[src/sxl_defs.vh]
// constants for the synthesizer configuration latch block
`ifndef SXL_DEFS_VH
`define SXL_DEFS_VH
`define SXL_WORD_W        24
`define SXL_SEL_CONTROL   2'h0
`define SXL_SEL_REFERENCE 2'h1
`define SXL_SEL_DIVIDER   2'h2
`define SXL_SEL_TEST      2'h3
// control word fields
`define SXL_C_PRESC_HI    23
`define SXL_C_PRESC_LO    22
`define SXL_C_PD_SYNC     21
`define SXL_C_PD_PRIMARY  20
`define SXL_C_CUR_TWO_HI  19
`define SXL_C_CUR_TWO_LO  17
`define SXL_C_CUR_ONE_HI  16
`define SXL_C_CUR_ONE_LO  14
`define SXL_C_LEVEL_HI    13
`define SXL_C_LEVEL_LO    12
`define SXL_C_MUTE        11
`define SXL_C_GAIN        10
`define SXL_C_TRISTATE    9
`define SXL_C_MISC_HI     9
`define SXL_C_MISC_LO     2
// divider word fields
`define SXL_N_HALVED_SEL  23
`define SXL_N_HALVING_EN  22
`define SXL_N_GAIN        21
`define SXL_N_MAIN_HI     20
`define SXL_N_MAIN_LO     8
`define SXL_N_SWALLOW_HI  6
`define SXL_N_SWALLOW_LO  2
// reference word fields
`define SXL_R_BAND_HI     21
`define SXL_R_BAND_LO     20
`define SXL_R_TEST        19
`define SXL_R_PRECISION   18
`define SXL_R_ABL_HI      17
`define SXL_R_ABL_LO      16
`define SXL_R_DIV_HI      15
`define SXL_R_DIV_LO      2
// timing counts in detector or reference cycles
`define SXL_LOCK_COUNT_STD   3'h3
`define SXL_LOCK_COUNT_PREC  3'h5
`define SXL_BAND_CYCLES      3'h5
`define SXL_SYNC_PD_EDGES    2'h2
`endif

[src/sxl_top.v]
// configuration latches, power-down control and lock detect of the synthesizer
//
// Notes on behaviour
// - divider word holds halved select, halving, gain, main, swallow, select 10.
// - reference word holds band divider, test, precision, antibacklash, divider, select 01.
// - select 00 words go into the control latch on load strobe rise.
// - first control write powers up; following divider write starts band selection.
// - power-up with unchanged divider relocks without new band selection.
// - primary set, sync select clear powers down at once.
// - both set powers down on second reference edge after strobe.
// - chip enable low disables the device regardless of power-down bits.
// - power-down loads counters, tristates pump, clears lock, mutes outputs, stops buffer.
// - serial register keeps shifting and latching in power-down.
// - low three current bits are setting one, high three setting two.
// - gain bit of the latest control (bit 10) or divider (bit 21) write picks setting two when 1, setting one when 0.
// - mute-until-locked keeps outputs off until lock is reported.
// - prescaler bits pick modulus, level bits pick output power.
// - 24 bits shifted msb first, copied on load strobe rise.
// - select 00 control, 01 reference, 10 divider, 11 test latch ignored.
// - lock after 3 (or 5) good cycles, cleared by large error.
// - band selection on divider update, or at power-up after a divider write while down, on divided reference clock.
`include "sxl_defs.vh"
module sxl_top #(
    parameter WORD_W = `SXL_WORD_W
) (
    // clock and reset
    input  wire        mclk,
    input  wire        rst_n,
    // serial write port
    input  wire        ser_clk,
    input  wire        ser_data,
    input  wire        load_strobe,
    // chip enable pin, low disables
    input  wire        chip_en,
    // reference counter output and phase detector status
    input  wire        ref_out,
    input  wire        pfd_tick,
    input  wire        err_below_15ns,
    input  wire        err_above_25ns,
    // divider fields
    output reg         prescaler_input_halved_sel,
    output reg         output_halving_en,
    output reg  [12:0] main_counter,
    output reg  [4:0]  swallow_counter,
    // reference fields
    output reg  [1:0]  band_clk_div,
    output reg         factory_test_bit,
    output reg         lock_precision,
    output reg  [1:0]  antibacklash_width,
    output reg  [13:0] ref_divider,
    // control fields
    output reg  [1:0]  prescaler_sel,
    output reg  [1:0]  output_level,
    output reg         pump_gain_sel,
    output reg  [2:0]  pump_current,
    output reg  [7:0]  control_misc,
    // power and lock status
    output reg         powered_down,
    output reg         counters_load,
    output reg         pump_tristate,
    output reg         ref_buffer_en,
    output reg         rf_out_en,
    output reg         lock_detect,
    output reg         band_select_active
);
    wire [WORD_W-1:0] word;
    wire              word_valid;
    reg  [WORD_W-1:0] ctrl;
    reg               sw_pd;
    reg               sync_pend;
    reg  [1:0]        sync_edges;
    reg               ref_q;
    reg               tick_q;
    reg  [2:0]        good_cnt;
    reg               band_pend;
    reg  [2:0]        band_cnt;
    reg  [2:0]        band_pre;
    reg               locked;
    wire              pd_now;
    wire              ref_rise;
    wire              band_tick;
    wire [1:0]        sel;
    wire              wr_ctrl;
    wire              wr_ref;
    wire              wr_div;
    // one-cycle rise of a registered level
    function rise;
        input prev;
        input cur;
        begin
            rise = cur & ~prev;
        end
    endfunction
    // prescale mask for divide by 1, 2, 4 or 8
    function [2:0] div_mask;
        input [1:0] code;
        begin
            div_mask = (3'h1 << code) - 3'h1;
        end
    endfunction
    sxl_shift #(
        .WORD_W     (WORD_W)
    ) u_shift (
        .mclk       (mclk),
        .rst_n      (rst_n),
        .ser_clk    (ser_clk),
        .ser_data   (ser_data),
        .load_strobe(load_strobe),
        .word       (word),
        .word_valid (word_valid)
    );
    // latch routing by the two low bits; test latch words are dropped
    assign sel     = word[1:0];
    assign wr_ctrl = word_valid && (sel == `SXL_SEL_CONTROL);
    assign wr_ref  = word_valid && (sel == `SXL_SEL_REFERENCE);
    assign wr_div  = word_valid && (sel == `SXL_SEL_DIVIDER);
    // chip enable overrides both power-down bits
    assign pd_now    = sw_pd | ~chip_en;
    assign ref_rise  = rise(ref_q, ref_out);
    assign band_tick = ref_rise && ((band_pre & div_mask(band_clk_div)) == 3'h0);
    // input edge history; divider and reference latches stay writable in power-down
    always @(posedge mclk or negedge rst_n)
    begin
        if (!rst_n)
        begin
            ref_q                      <= 1'b0;
            tick_q                     <= 1'b0;
            prescaler_input_halved_sel <= 1'b0;
            output_halving_en          <= 1'b0;
            main_counter               <= 13'h0000;
            swallow_counter            <= 5'h00;
            band_clk_div               <= 2'h0;
            factory_test_bit           <= 1'b0;
            lock_precision             <= 1'b0;
            antibacklash_width         <= 2'h0;
            ref_divider                <= 14'h0000;
            ctrl                       <= {WORD_W{1'b0}};
            pump_gain_sel              <= 1'b0;
        end
        else
        begin
            ref_q  <= ref_out;
            tick_q <= pfd_tick;
            if (wr_div)
            begin
                prescaler_input_halved_sel <= word[`SXL_N_HALVED_SEL];
                output_halving_en          <= word[`SXL_N_HALVING_EN];
                main_counter    <= word[`SXL_N_MAIN_HI:`SXL_N_MAIN_LO];
                swallow_counter <= word[`SXL_N_SWALLOW_HI:`SXL_N_SWALLOW_LO];
                pump_gain_sel   <= word[`SXL_N_GAIN];
            end
            if (wr_ref)
            begin
                band_clk_div       <= word[`SXL_R_BAND_HI:`SXL_R_BAND_LO];
                factory_test_bit   <= word[`SXL_R_TEST];
                lock_precision     <= word[`SXL_R_PRECISION];
                antibacklash_width <= word[`SXL_R_ABL_HI:`SXL_R_ABL_LO];
                ref_divider        <= word[`SXL_R_DIV_HI:`SXL_R_DIV_LO];
            end
            if (wr_ctrl)
            begin
                ctrl          <= word;
                pump_gain_sel <= word[`SXL_C_GAIN];
            end
        end
    end
    // software power-down; starts powered down until the first control word
    always @(posedge mclk or negedge rst_n)
    begin
        if (!rst_n)
        begin
            sw_pd      <= 1'b1;
            sync_pend  <= 1'b0;
            sync_edges <= 2'h0;
        end
        else if (wr_ctrl)
        begin
            // clear primary powers up; a sync request while down is ignored
            sync_edges <= 2'h0;
            sw_pd      <= word[`SXL_C_PD_PRIMARY] & (~word[`SXL_C_PD_SYNC] | sw_pd);
            sync_pend  <= word[`SXL_C_PD_PRIMARY] & word[`SXL_C_PD_SYNC] & ~sw_pd;
        end
        else if (sync_pend && ref_rise)
        begin
            // gated by reference edges so the loop does not jump mid cycle
            if (sync_edges == `SXL_SYNC_PD_EDGES - 2'h1)
            begin
                sw_pd     <= 1'b1;
                sync_pend <= 1'b0;
            end
            sync_edges <= sync_edges + 2'h1;
        end
    end
    // band selection: a divider write while down waits for power-up
    always @(posedge mclk or negedge rst_n)
    begin
        if (!rst_n)
        begin
            band_pend <= 1'b0;
            band_cnt  <= 3'h0;
            band_pre  <= 3'h0;
        end
        else
        begin
            if (ref_rise)
                band_pre <= band_pre + 3'h1;
            if (pd_now)
            begin
                band_cnt <= 3'h0;
                if (wr_div)
                    band_pend <= 1'b1;
            end
            else if (wr_div || band_pend)
            begin
                band_cnt  <= `SXL_BAND_CYCLES;
                band_pend <= 1'b0;
            end
            else if (band_tick && band_cnt != 3'h0)
                band_cnt <= band_cnt - 3'h1;
        end
    end
    // digital lock detect; unchanged divider lets it relock without band select
    always @(posedge mclk or negedge rst_n)
    begin
        if (!rst_n)
        begin
            good_cnt <= 3'h0;
            locked   <= 1'b0;
        end
        else if (pd_now)
        begin
            good_cnt <= 3'h0;
            locked   <= 1'b0;
        end
        else if (rise(tick_q, pfd_tick))
        begin
            if (err_above_25ns)
            begin
                good_cnt <= 3'h0;
                locked   <= 1'b0;
            end
            else if (err_below_15ns)
            begin
                if (good_cnt != 3'h7)
                    good_cnt <= good_cnt + 3'h1;
                if (good_cnt + 3'h1 >= (lock_precision ? `SXL_LOCK_COUNT_PREC
                                                       : `SXL_LOCK_COUNT_STD))
                    locked <= 1'b1;
            end
            else
                good_cnt <= 3'h0;
        end
    end
    // registered outputs derived from latches and power state
    always @(posedge mclk or negedge rst_n)
    begin
        if (!rst_n)
        begin
            prescaler_sel      <= 2'h0;
            output_level       <= 2'h0;
            pump_current       <= 3'h0;
            control_misc       <= 8'h00;
            powered_down       <= 1'b1;
            counters_load      <= 1'b1;
            pump_tristate      <= 1'b1;
            ref_buffer_en      <= 1'b0;
            rf_out_en          <= 1'b0;
            lock_detect        <= 1'b0;
            band_select_active <= 1'b0;
        end
        else
        begin
            prescaler_sel <= ctrl[`SXL_C_PRESC_HI:`SXL_C_PRESC_LO];
            output_level  <= ctrl[`SXL_C_LEVEL_HI:`SXL_C_LEVEL_LO];
            if (pump_gain_sel)
                pump_current <= ctrl[`SXL_C_CUR_TWO_HI:`SXL_C_CUR_TWO_LO];
            else
                pump_current <= ctrl[`SXL_C_CUR_ONE_HI:`SXL_C_CUR_ONE_LO];
            control_misc  <= ctrl[`SXL_C_MISC_HI:`SXL_C_MISC_LO];
            powered_down  <= pd_now;
            counters_load <= pd_now;
            pump_tristate <= pd_now | ctrl[`SXL_C_TRISTATE];
            ref_buffer_en <= ~pd_now;
            rf_out_en     <= ~pd_now & (~ctrl[`SXL_C_MUTE] | locked);
            lock_detect   <= locked & ~pd_now;
            band_select_active <= (band_cnt != 3'h0) & ~pd_now;
        end
    end
endmodule // sxl_top

[src/sxl_shift.v]
// serial input shift register with load strobe capture
`include "sxl_defs.vh"
module sxl_shift #(
    parameter WORD_W = `SXL_WORD_W
) (
    // clock and reset
    input  wire              mclk,
    input  wire              rst_n,
    // serial pins
    input  wire              ser_clk,
    input  wire              ser_data,
    input  wire              load_strobe,
    // captured word
    output reg  [WORD_W-1:0] word,
    output reg               word_valid
);
    reg              clk_q;
    reg              data_q;
    reg              strobe_q;
    reg              strobe_qq;
    reg              clk_qq;
    reg [WORD_W-1:0] shreg;

    // register pins once so edge and data line up in the same cycle
    always @(posedge mclk or negedge rst_n)
    begin
        if (!rst_n)
        begin
            clk_q     <= 1'b0;
            clk_qq    <= 1'b0;
            data_q    <= 1'b0;
            strobe_q  <= 1'b0;
            strobe_qq <= 1'b0;
        end
        else
        begin
            clk_q     <= ser_clk;
            clk_qq    <= clk_q;
            data_q    <= ser_data;
            strobe_q  <= load_strobe;
            strobe_qq <= strobe_q;
        end
    end

    // msb first shift, keeps running in power-down too
    always @(posedge mclk or negedge rst_n)
    begin
        if (!rst_n)
        begin
            shreg      <= {WORD_W{1'b0}};
            word       <= {WORD_W{1'b0}};
            word_valid <= 1'b0;
        end
        else
        begin
            word_valid <= 1'b0;
            if (clk_q && !clk_qq)
                shreg <= {shreg[WORD_W-2:0], data_q};
            if (strobe_q && !strobe_qq)
            begin
                word       <= shreg;
                word_valid <= 1'b1;
            end
        end
    end
endmodule // sxl_shift

[config.mk]
export PLATFORM = sky130hd
export DESIGN_NAME = sxl_top
export DESIGN_NICKNAME = d
export VERILOG_FILES = /design/src/sxl_top.v /design/src/sxl_shift.v
export VERILOG_INCLUDE_DIRS = /design/src
export SDC_FILE = /design/constraint.sdc
export NUM_CORES = 1
export LEC_CHECK = 0
export ABC_AREA = 0
export BUFFER_PORTS_ARGS = -buffer_cell sky130_fd_sc_hd__buf_2
export CORE_ASPECT_RATIO = 0.75
export CORE_MARGIN = 2
export CORE_UTILIZATION = 51
export CTS_CLUSTER_DIAMETER = 200
export DETAILED_ROUTE_END_ITERATION = 10
export HOLD_SLACK_MARGIN = 0.1
export PLACE_DENSITY_LB_ADDON = 0.3
export SLEW_MARGIN = 20
export SYNTH_ARGS = -nofsm -noshare
export SYNTH_HDL_FRONTEND = slang
export SYNTH_SLANG_ARGS = --single-unit
[constraint.sdc]
create_clock -name mclk -period 1.6 [get_ports mclk]
set_clock_uncertainty 0.15 [all_clocks]
set_input_delay 0.24 -clock mclk [delete_from_list [all_inputs] [get_ports mclk]]
set_output_delay 0.24 -clock mclk [all_outputs]
set_load 0.05 [all_outputs]
==> impl_metrics.env, run 1 <==
export IMPL_die_area_um2=12000
export IMPL_drc_errors=0
export IMPL_timing_final_ws_setup_ns=-0.0493
export IMPL_antenna_found_initial=0
export IMPL_critPathRequiredTime_ns=1.75
export IMPL_crit_top_cell="ha_4"
export IMPL_io_pins=73
export IMPL_clockPowerShare_pct=31.8
export IMPL_pwr_density_cell_nw_per_um2=1830
export IMPL_vdd_drop_max_v=0.00150
export IMPL_violations="negative setup slack"
export IMPL_layout_drive_gt1_share_pct=55.2
export IMPL_cts_tree="yes"
export IMPL_dp_cells=572
export IMPL_crit_buf_inv=0
export IMPL_status="finished with violations"
export IMPL_grt_pass1_vias=3303
export IMPL_reg2reg_depth=6
export IMPL_drtAntennaViolNets=0
export IMPL_hold_start="u_shift.strobe_q$_DFF_PN0_"
export IMPL_r2r_start="good_cnt[1]$_DFFE_PN0P_"
export IMPL_whs_endpoint="u_shift.strobe_qq$_DFF_PN0_"
export IMPL_die_w_um=126
export IMPL_firstDrtPassIters=5
export IMPL_tightest_slew_ns=0.341
export IMPL_seq_power_share_pct=41.6
export IMPL_seq_area_frac_synth_pct=67.2
export IMPL_overflow=0
export IMPL_cts_root_buf="clkbuf_16"
export IMPL_synth_area_per_cell_um2=16.0
export IMPL_cp_start_kind="flop"
export IMPL_max_stage_delay_ns=0.41
export IMPL_r2r_slack_ns=-0.05
export IMPL_p_comb_share_pct=26.5
export IMPL_setup_viol=1
export IMPL_endpoint_kind="flop"
export IMPL_ys_warn_count=0
export IMPL_areaGrowthSynthToFinish_pct=27.7
export IMPL_grt_pass1_wl_mm=17.0
export IMPL_report_final_slew_viol_count=0
export IMPL_multiInputGateArea_um2=1840
export IMPL_fin_util_pct=66.4
export IMPL_first_iter_violations=224
export IMPL_fin_crit_ns=1.65
export IMPL_hold_depth=0
export IMPL_path_cells="ha_4 -> ha_4 -> nor2b_1 -> o21a_1 -> o221ai_2 -> a21oi_2"
export IMPL_slew_headroom_pct=77.3
export IMPL_gp_congestion=0.755
export IMPL_diodes=0
export IMPL_rsz0062_at_grt="yes"
export IMPL_port_buffer_count=72
export IMPL_power_internal_uw=8740
export IMPL_clk_pin_slew_worst_paths_ns=0.06
export IMPL_routedWlPerCell_um=16.8
export IMPL_grt_use_total_pct=18.5
export IMPL_layout_cells_non_filler=618
export IMPL_dp_hpwl_mm=6.72
export IMPL_crit_type="reg -> reg"
export IMPL_clockBufferDepth=2
export IMPL_grt_start_max_net_pins=53
export IMPL_num_rows=33
export IMPL_arrival_ns=1.80
export IMPL_fin_nets=483
export IMPL_initial_utilization_pct=52.0
export IMPL_die_y_um=95.3
export IMPL_core_area_um2=10900
export IMPL_seqCellArea_um2=3810
export IMPL_critPathMaxFanout=2
export IMPL_leakage_uw=0.00360
export IMPL_nFillCells=765
export IMPL_critPathTopFamily="adder cells"
export IMPL_ctsHtreeMaxLevel=4
export IMPL_wl_mm=10.4
export IMPL_hold_class="reg -> reg"
export IMPL_hold_violations=0
export IMPL_drv_cap=0
export IMPL_crit_slowest_cell="dfrtp_1"
export IMPL_clk_latency_ns=0.41
export IMPL_cts_sinks=152
export IMPL_viasPerCell=5.12
export IMPL_p_switching_uw=4500
export IMPL_vias=3166
export IMPL_synth_distinct_cells=34
export IMPL_holdWs_ns=0.220
export IMPL_syn_area_um2=5670
export IMPL_synth_seq_cells=152
export IMPL_final_period_utilization_pct=103
export IMPL_fmax_ghz=0.606
export IMPL_netlist_instances=354
export IMPL_cts_buffers=17
export IMPL_sw_frac_of_total_pct=34.0
export IMPL_r2r_end="locked$_DFFE_PN0P_"
export IMPL_syn_nets=372
==> state kept, by name (all words and copies together), names as in the netlist, 2 cells and up <==
name and count:
pump_current 3, prescaler_sel 2, swallow_counter 5, ref_divider 14
sync_edges 2, good_cnt 3, ctrl 19, u_shift.word 24
u_shift.shreg 24, band_cnt 3, control_misc 8, output_level 2
main_counter 13, band_pre 3, band_clk_div 2, antibacklash_width 2
==> layout by cell type, fill, tap and decap left out, types with 6 or more instances in the layout <==
master / Yosys / routed
buf_12: 0 / 6
inv_1: 10 / 7
ha_4: 0 / 6
dlygate4sd3_1: 0 / 10
nand2_1: 9 / 8
clkbuf_16: 0 / 17
buf_2: 8 / 67
buf_4: 5 / 17
a21oi_1: 7 / 6
dfrtp_1: 149 / 146
mux2_2: 109 / 108
nor2_1: 8 / 8
==> cell families (layout without fill, tap and decap cells) <==
group | after synthesis | in the layout | share of synthesized area, %
xor+xnor | 4 | 4 | 0.618
simple gates | 31 | 31 | 3.13
flops | 152 | 152 | 67.2
mux | 113 | 113 | 22.4
buf+inv | 25 | 149 | 2.43
fa+ha+maj | 8 | 8 | 1.77
compound gates | 21 | 21 | 2.49
==> power by group through the flow <==
stage | sequential [uW] | combinational (uW) | clock [uW]
after global placement | 5530 | 3320 | 0
after CTS | 5520 | 3500 | 4290
final | 5520 | 3510 | 4220
after global routing | 5650 | 3720 | 4450
after floorplan | 6820 | 1160 | 0
after detailed placement | 5580 | 3400 | 0
==> timing repair <==
item	in CTS	in global routing
gates resized for setup	9	12
hold buffers	10	0
pin swaps	6	3
endpoints found under the hold margin	160	0
endpoints found under the setup margin	4	37
buffers inserted	4	0
==> cells in the mapped netlist, drive strengths merged <==
master   number  share of area, %
nor2b         6              0.75
xnor2         2              0.31
mux2        111                22
inv          10              0.66
mux2i         2              0.35
o21ai         5              0.44
nor3b         2              0.55
dfrtp       149                66
xor2          2              0.31
o221ai        1              0.15
nand4b        1              0.15
o21a          1              0.13
nand3b        1              0.13
and3          1              0.11
buf          15               1.8
a22o          2              0.31
dfstp         3               1.4
nor3          1             0.088
nand2b        2              0.22
nand2         9              0.60
ha            8               1.8
nor2          8              0.53
a31oi         1              0.11
o2111ai       1              0.26
a21oi         8              0.77
a2bb2oi       1              0.15
a31o          1              0.15
==> worst max path at each step <==
stage,from,endpoint,slack (ns),depth (start not counted)
floorplan,good_cnt[0]$_DFFE_PN0P_,locked$_DFFE_PN0P_,-0.03,6
global placement,good_cnt[1]$_DFFE_PN0P_,locked$_DFFE_PN0P_,-0.05,6
detailed placement,good_cnt[1]$_DFFE_PN0P_,locked$_DFFE_PN0P_,-0.08,6
CTS,good_cnt[1]$_DFFE_PN0P_,locked$_DFFE_PN0P_,-0.09,6
global route,good_cnt[1]$_DFFE_PN0P_,locked$_DFFE_PN0P_,-0.12,6
finish,good_cnt[1]$_DFFE_PN0P_,locked$_DFFE_PN0P_,-0.05,6
==> through the flow <==
step | total power (uW) | cell area, um2 | setup WS (ns) | TNS [ns]
finish | 13200 | 7240 | -0.0493 | -0.0493
global route | 13800 | 7240 | -0.119 | -0.254
CTS | 13300 | 7200 | -0.0899 | -0.0899
detailed placement | 8980 | 6390 | -0.0837 | -0.163
global placement | 8850 | 6390 | -0.0485 | -0.0485
floorplan | 7980 | 5710 | -0.0310 | -0.0310
==> final cells by class <==
cell class	count	share of cell area, %
clock buffers	18	5.93
clock inverters	14	2.75
inverters	10	0.553
multi-input cells	177	25.4
flip-flops and latches	152	52.7
well taps	140	2.42
repair buffers	107	10.3
==> routing by layer <==
layer | vias to the layer above | track usage [%] | wire length (um)
li1 | 1453 | - | -
met1 | 1639 | 25.9 | 5020
met2 | 63 | 28.5 | 4890
met3 | 11 | 4.38 | 347
met4 | 0 | 7.14 | 117
met5 | - | 0 | 0
Note: power is estimated with default switching activity, not from simulation.
==> run 2, diff against run 1 <==
==> constraint.sdc (replaced) <==
create_clock -name mclk -period 1.6 [get_ports mclk]
set_clock_uncertainty 0.15 [all_clocks]
set_input_delay 0.32 -clock mclk [delete_from_list [all_inputs] [get_ports mclk]]
set_output_delay 0.32 -clock mclk [all_outputs]
set_load 0.05 [all_outputs]
==> run 2 against run 1 <==
The run still ends with negative setup slack left. Maximum frequency decreased by 2.6%. Core utilization is 0.20 points higher. Die area is the same. Largest cell class unchanged. Critical path type unchanged. Clock power about the same. Non-clock buffer count shrank 2.
==> impl_metrics.env, run 2 (synthesized netlist as in run 1, its figures left out) <==
export IMPL_die_y_um=95.3
export IMPL_timing_final_ws_setup_ns=-0.0937
export IMPL_fin_crit_ns=1.69
export IMPL_overflow=0
export IMPL_cts_root_buf="clkbuf_16"
export IMPL_layout_cells_non_filler=616
export IMPL_final_period_utilization_pct=106
export IMPL_vdd_drop_max_v=0.00103
export IMPL_report_final_slew_viol_count=0
export IMPL_viasPerCell=5.12
export IMPL_crit_top_cell="ha_4"
export IMPL_io_pins=73
export IMPL_arrival_ns=1.87
export IMPL_endpoint_kind="flop"
export IMPL_diodes=0
export IMPL_multiInputGateArea_um2=1840
export IMPL_status="finished with violations"
export IMPL_num_rows=33
export IMPL_drc_errors=0
export IMPL_nFillCells=759
export IMPL_ctsHtreeMaxLevel=4
export IMPL_holdWs_ns=0.135
export IMPL_cts_sinks=152
export IMPL_crit_buf_inv=0
export IMPL_clk_pin_slew_worst_paths_ns=0.06
export IMPL_wl_mm=10.2
export IMPL_dp_hpwl_mm=6.60
export IMPL_design_area_um2=7260
export IMPL_vias=3151
export IMPL_firstDrtPassIters=4
export IMPL_antenna_found_initial=0
export IMPL_tightest_slew_ns=0.415
export IMPL_critPathTopFamily="adder cells"
export IMPL_crit_type="reg -> reg"
export IMPL_initial_utilization_pct=52.0
export IMPL_drv_cap=0
export IMPL_grt_use_total_pct=18.9
export IMPL_core_area_um2=10900
export IMPL_placed_area_um2=6420
export IMPL_hold_violations=0
export IMPL_max_stage_delay_ns=0.41
export IMPL_critPathRequiredTime_ns=1.78
export IMPL_violations="negative setup slack"
export IMPL_gp_congestion=0.777
export IMPL_fin_util_pct=66.6
export IMPL_layout_drive_gt1_share_pct=55.9
export IMPL_grt_pass1_wl_mm=17.3
export IMPL_seqCellArea_um2=3810
export IMPL_pwr_density_cell_nw_per_um2=1830
export IMPL_fmax_ghz=0.590
export IMPL_areaGrowthSynthToFinish_pct=28.1
export IMPL_cts_tree="yes"
export IMPL_top_regs="u_shift.shreg x24, u_shift.word x24, ctrl x19"
export IMPL_cts_buffers=17
export IMPL_final_cell_mix="dfrtp_1, mux2_2, buf_2"
export IMPL_critPathMaxFanout=2
export IMPL_rsz0062_at_grt="yes"
export IMPL_dp_cells=574
export IMPL_first_iter_violations=132
export IMPL_hold_class="in -> reg"
export IMPL_clk_latency_ns=0.41
export IMPL_die_w_um=126
export IMPL_die_area_um2=12000
export IMPL_leakage_uw=0.00361
export IMPL_slew_headroom_pct=72.3
export IMPL_clockBufferDepth=2
export IMPL_grt_pass1_vias=3373
export IMPL_path_cells="ha_4 -> ha_4 -> ha_4 -> o21a_1 -> o221ai_2 -> a21oi_1"
export IMPL_port_buffer_count=72
export IMPL_cp_start_kind="flop"
export IMPL_dpl_worst_slack_ns=-0.0934
export IMPL_drtAntennaViolNets=0
export IMPL_routedWlPerCell_um=16.5
export IMPL_grt_start_max_net_pins=41
export IMPL_fin_nets=481
export IMPL_mostFrequentLayoutCell="dfrtp_1"
export IMPL_crit_slowest_cell="dfrtp_1"
export IMPL_setup_viol=1
-- run 2: cell count changes in the layout (fill, tap and decap cells not counted), moves of 2 or more --
cell           previous run  this run
dfrtp_1                 146       144
clkbuf_4                  4         0
dfrtp_2                   3         5
dlygate4sd3_1            10         8
inv_6                     2         5
buf_4                    17        19
buf_8                     0         2
clkinv_4                  3         0
-- run 2: worst paths after layout --
path / start / to / cells past startpoint / slack, ns
min: err_above_25ns / locked$_DFFE_PN0P_ / 4 / 0.14
min in group asynchronous: rst_n / output_halving_en$_DFFE_PN0P_ / 2 / 0.25
max: good_cnt[1]$_DFFE_PN0P_ / locked$_DFFE_PN0P_ / 6 / -0.09
max in group asynchronous: rst_n / u_shift.word[1]$_DFFE_PN0P_ / 3 / 0.48
max reg2reg: good_cnt[1]$_DFFE_PN0P_ / locked$_DFFE_PN0P_ / 6 / -0.09
min reg2reg: ctrl[4]$_DFFE_PN0P_ / control_misc[2]$_DFF_PN0_ / 0 / 0.22
-- run 2: what timing repair did --
item                       CTS  global route
buffers inserted             0             2
pin swaps                    5             3
hold endpoints to repair   158             0
setup endpoints to repair    7            28
hold buffers                 8             0
gates resized for setup     17            11
-- run 2: through the flow --
step                TNS (ns)  total power [uW]
finish               -0.0937             13300
global route          -0.225             13900
CTS                   -0.117             13400
detailed placement    -0.149              8970
global placement     -0.0518              8860
floorplan            -0.0310              7980
-- run 2: layer usage --
layer | part of all wire (%) | wire length [um] | GRT usage, %
met1 | 48 | 4930 | 26.1
met2 | 47 | 4760 | 29.2
met3 | 4.0 | 411 | 5.44
met4 | 0.89 | 91 | 6.41
met5 | 0 | 0 | 0
-- run 2: area by class of cell --
type / count / share of cell area [%]
Tap cell: 140 / 2.41
Clock inverter: 13 / 2.64
Inverter: 10 / 0.517
Timing Repair Buffer: 105 / 10.4
Clock buffer: 19 / 6.10
Multi-Input combinational cell: 177 / 25.4
Sequential cell: 152 / 52.5
-- run 2: power by group --
group / leakage [uW] / switching (uW) / internal [uW] / total (uW)
combinational: 0.00132 / 2230 / 1290 / 3510
sequential: 0.00198 / 670 / 4860 / 5530
clock: 0.000301 / 1580 / 2670 / 4250
-- run 2: worst reg2reg max path, stage by stage, from the launching register on --
cell,delay (ns)
dfrtp_1,0.41
ha_4,0.18
ha_4,0.25
ha_4,0.26
o21a_1,0.13
o221ai_2,0.09
a21oi_1,0.14
==> run 3, diff against run 2 <==
--- a/config.mk
+++ b/config.mk
@@ -9,7 +9,6 @@
 export ABC_AREA = 0
 export BUFFER_PORTS_ARGS = -buffer_cell sky130_fd_sc_hd__buf_2
 export CORE_ASPECT_RATIO = 0.75
-export CORE_MARGIN = 2
 export CORE_UTILIZATION = 51
 export CTS_CLUSTER_DIAMETER = 200
 export DETAILED_ROUTE_END_ITERATION = 10
==> run 3 against run 2 <==
The run still ends with negative setup slack left. Cell count down 1.5%. Global-route usage up 1.7 points. Critical path depth unchanged. Clock power about the same. Sequential power about the same. Via count down 0.35%. Flip-flop and latch count unchanged. Power up 0.40%. Sequential share of layout area about the same. Cell area unchanged. Non-clock buffer count down 4. Combinational power up 1%.
==> impl_metrics.env, run 3 (synthesized netlist as in run 1, its figures left out) <==
export IMPL_endpoint_kind="flop"
export IMPL_wl_mm=10.4
export IMPL_total_power_uw=13300
export IMPL_fmax_ghz=0.600
export IMPL_drtAntennaViolNets=0
export IMPL_core_area_um2=10500
export IMPL_areaGrowthSynthToFinish_pct=28.1
export IMPL_io_pins=73
export IMPL_slew_headroom_pct=71.3
export IMPL_top_regs="u_shift.shreg x24, u_shift.word x24, ctrl x19"
export IMPL_diodes=0
export IMPL_hold_class="in -> reg"
export IMPL_setup_tns_ns=-0.0733
export IMPL_die_w_um=124
export IMPL_tightest_slew_ns=0.430
export IMPL_grt_use_total_pct=20.5
export IMPL_report_final_slew_viol_count=0
export IMPL_port_buffer_count=72
export IMPL_clk_pin_slew_worst_paths_ns=0.06
export IMPL_layout_drive_gt1_share_pct=56.3
export IMPL_dpl_worst_slack_ns=-0.107
export IMPL_arrival_ns=1.80
export IMPL_violations="negative setup slack"
export IMPL_path_cells="ha_4 -> ha_4 -> nor2b_4 -> o21a_1 -> o221ai_2 -> a21oi_1"
export IMPL_critPathTopFamily="adder cells"
export IMPL_grt_pass1_wl_mm=17.4
export IMPL_critPathRequiredTime_ns=1.74
export IMPL_hold_violations=0
export IMPL_vdd_drop_max_v=0.00144
export IMPL_grt_pass1_vias=3402
export IMPL_ctsHtreeMaxLevel=4
export IMPL_cts_tree="yes"
export IMPL_r2r_start="good_cnt[0]$_DFFE_PN0P_"
export IMPL_status="finished with violations"
export IMPL_num_rows=32
export IMPL_clockBufferDepth=2
export IMPL_firstDrtPassIters=4
export IMPL_max_stage_delay_ns=0.41
export IMPL_overflow=0
export IMPL_final_period_utilization_pct=104
export IMPL_mostFrequentLayoutCell="dfrtp_1"
export IMPL_cts_buffers=17
export IMPL_pwr_density_cell_nw_per_um2=1840
export IMPL_crit_start="good_cnt[0]$_DFFE_PN0P_"
export IMPL_setup_viol=2
export IMPL_rsz0062_at_grt="yes"
export IMPL_die_area_um2=11500
export IMPL_antenna_found_initial=0
export IMPL_seqCellArea_um2=3810
export IMPL_initial_utilization_pct=53.8
export IMPL_clk_latency_ns=0.41
export IMPL_drv_cap=0
export IMPL_die_y_um=93.3
export IMPL_drc_errors=0
export IMPL_final_cell_mix="dfrtp_1, mux2_2, buf_2"
export IMPL_crit_type="reg -> reg"
export IMPL_fin_nets=477
export IMPL_timing_final_ws_setup_ns=-0.0656
export IMPL_fin_crit_ns=1.67
export IMPL_design_area_um2=7260
export IMPL_dp_hpwl_mm=6.61
export IMPL_crit_slowest_cell="dfrtp_1"
export IMPL_crit_buf_inv=0
export IMPL_leakage_uw=0.00360
export IMPL_viasPerCell=5.17
export IMPL_multiInputGateArea_um2=1860
export IMPL_placed_area_um2=6390
export IMPL_cts_root_buf="clkbuf_16"
export IMPL_vias=3140
export IMPL_hold_start="err_above_25ns"
export IMPL_nFillCells=690
export IMPL_crit_top_cell="ha_4"
export IMPL_critPathMaxFanout=2
export IMPL_cts_sinks=152
export IMPL_routedWlPerCell_um=17.2
export IMPL_first_iter_violations=202
export IMPL_grt_start_max_net_pins=42
export IMPL_cp_start_kind="flop"
export IMPL_gp_congestion=0.814
[run 3: cell type report]
type                    count  area share [%]
inverters                  10           0.517
clock buffers              18            6.05
well taps                 136            2.34
flip-flops and latches    152            52.6
repair buffers            101            10.3
clock inverters            13            2.64
multi-input cells         177            25.6
[run 3: metrics by stage]
stage	hold slack (ns)	instances	utilization, %
2_1_floorplan	-0.126	354	-
3_3_place_gp	0.121	566	60.7
3_5_place_dp	0.128	566	60.7
4_1_cts	0.0791	606	68.3
5_1_grt	0.0957	607	68.9
6_report	0.106	607	68.9
[run 3: timing repair]
item	in CTS	in global routing
pin swaps	6	4
gates resized for setup	19	15
endpoints found under the hold margin	159	0
hold buffers	8	0
endpoints found under the setup margin	8	19
buffers inserted	1	1
[run 3: final timing paths]
kind,endpoint,slack (ns),cells past startpoint
min in group asynchronous,prescaler_sel[1]$_DFF_PN0_,0.25,2
max in group asynchronous,u_shift.word[0]$_DFFE_PN0P_,0.50,3
setup / recovery,locked$_DFFE_PN0P_,-0.07,6
setup reg to reg,locked$_DFFE_PN0P_,-0.07,6
hold / removal,locked$_DFFE_PN0P_,0.11,4
hold reg to reg,u_shift.strobe_qq$_DFF_PN0_,0.22,0
[run 3: layer usage]
metal | global-route usage, % | up-vias | share of wire, %
li1 | - | 1442 | -
met1 | 27.3 | 1636 | 47
met2 | 32.1 | 56 | 49
met3 | 6.95 | 6 | 3.8
met4 | 5.72 | 0 | 0.58
met5 | 0 | - | 0
[run 3: worst register-to-register path: stages, from the launching register on]
cell and delay, ns:
dfrtp_1 0.41, ha_4 0.30, ha_4 0.19, nor2b_4 0.12, o21a_1 0.18, o221ai_2 0.12, a21oi_1 0.08
[run 3: power by group]
| part | total, uW | switching (uW) | internal (uW) |
|---|---|---|---|
| clock network | 4250 | 1580 | 2670 |
| registers | 5550 | 686 | 4860 |
| logic | 3550 | 2250 | 1300 |
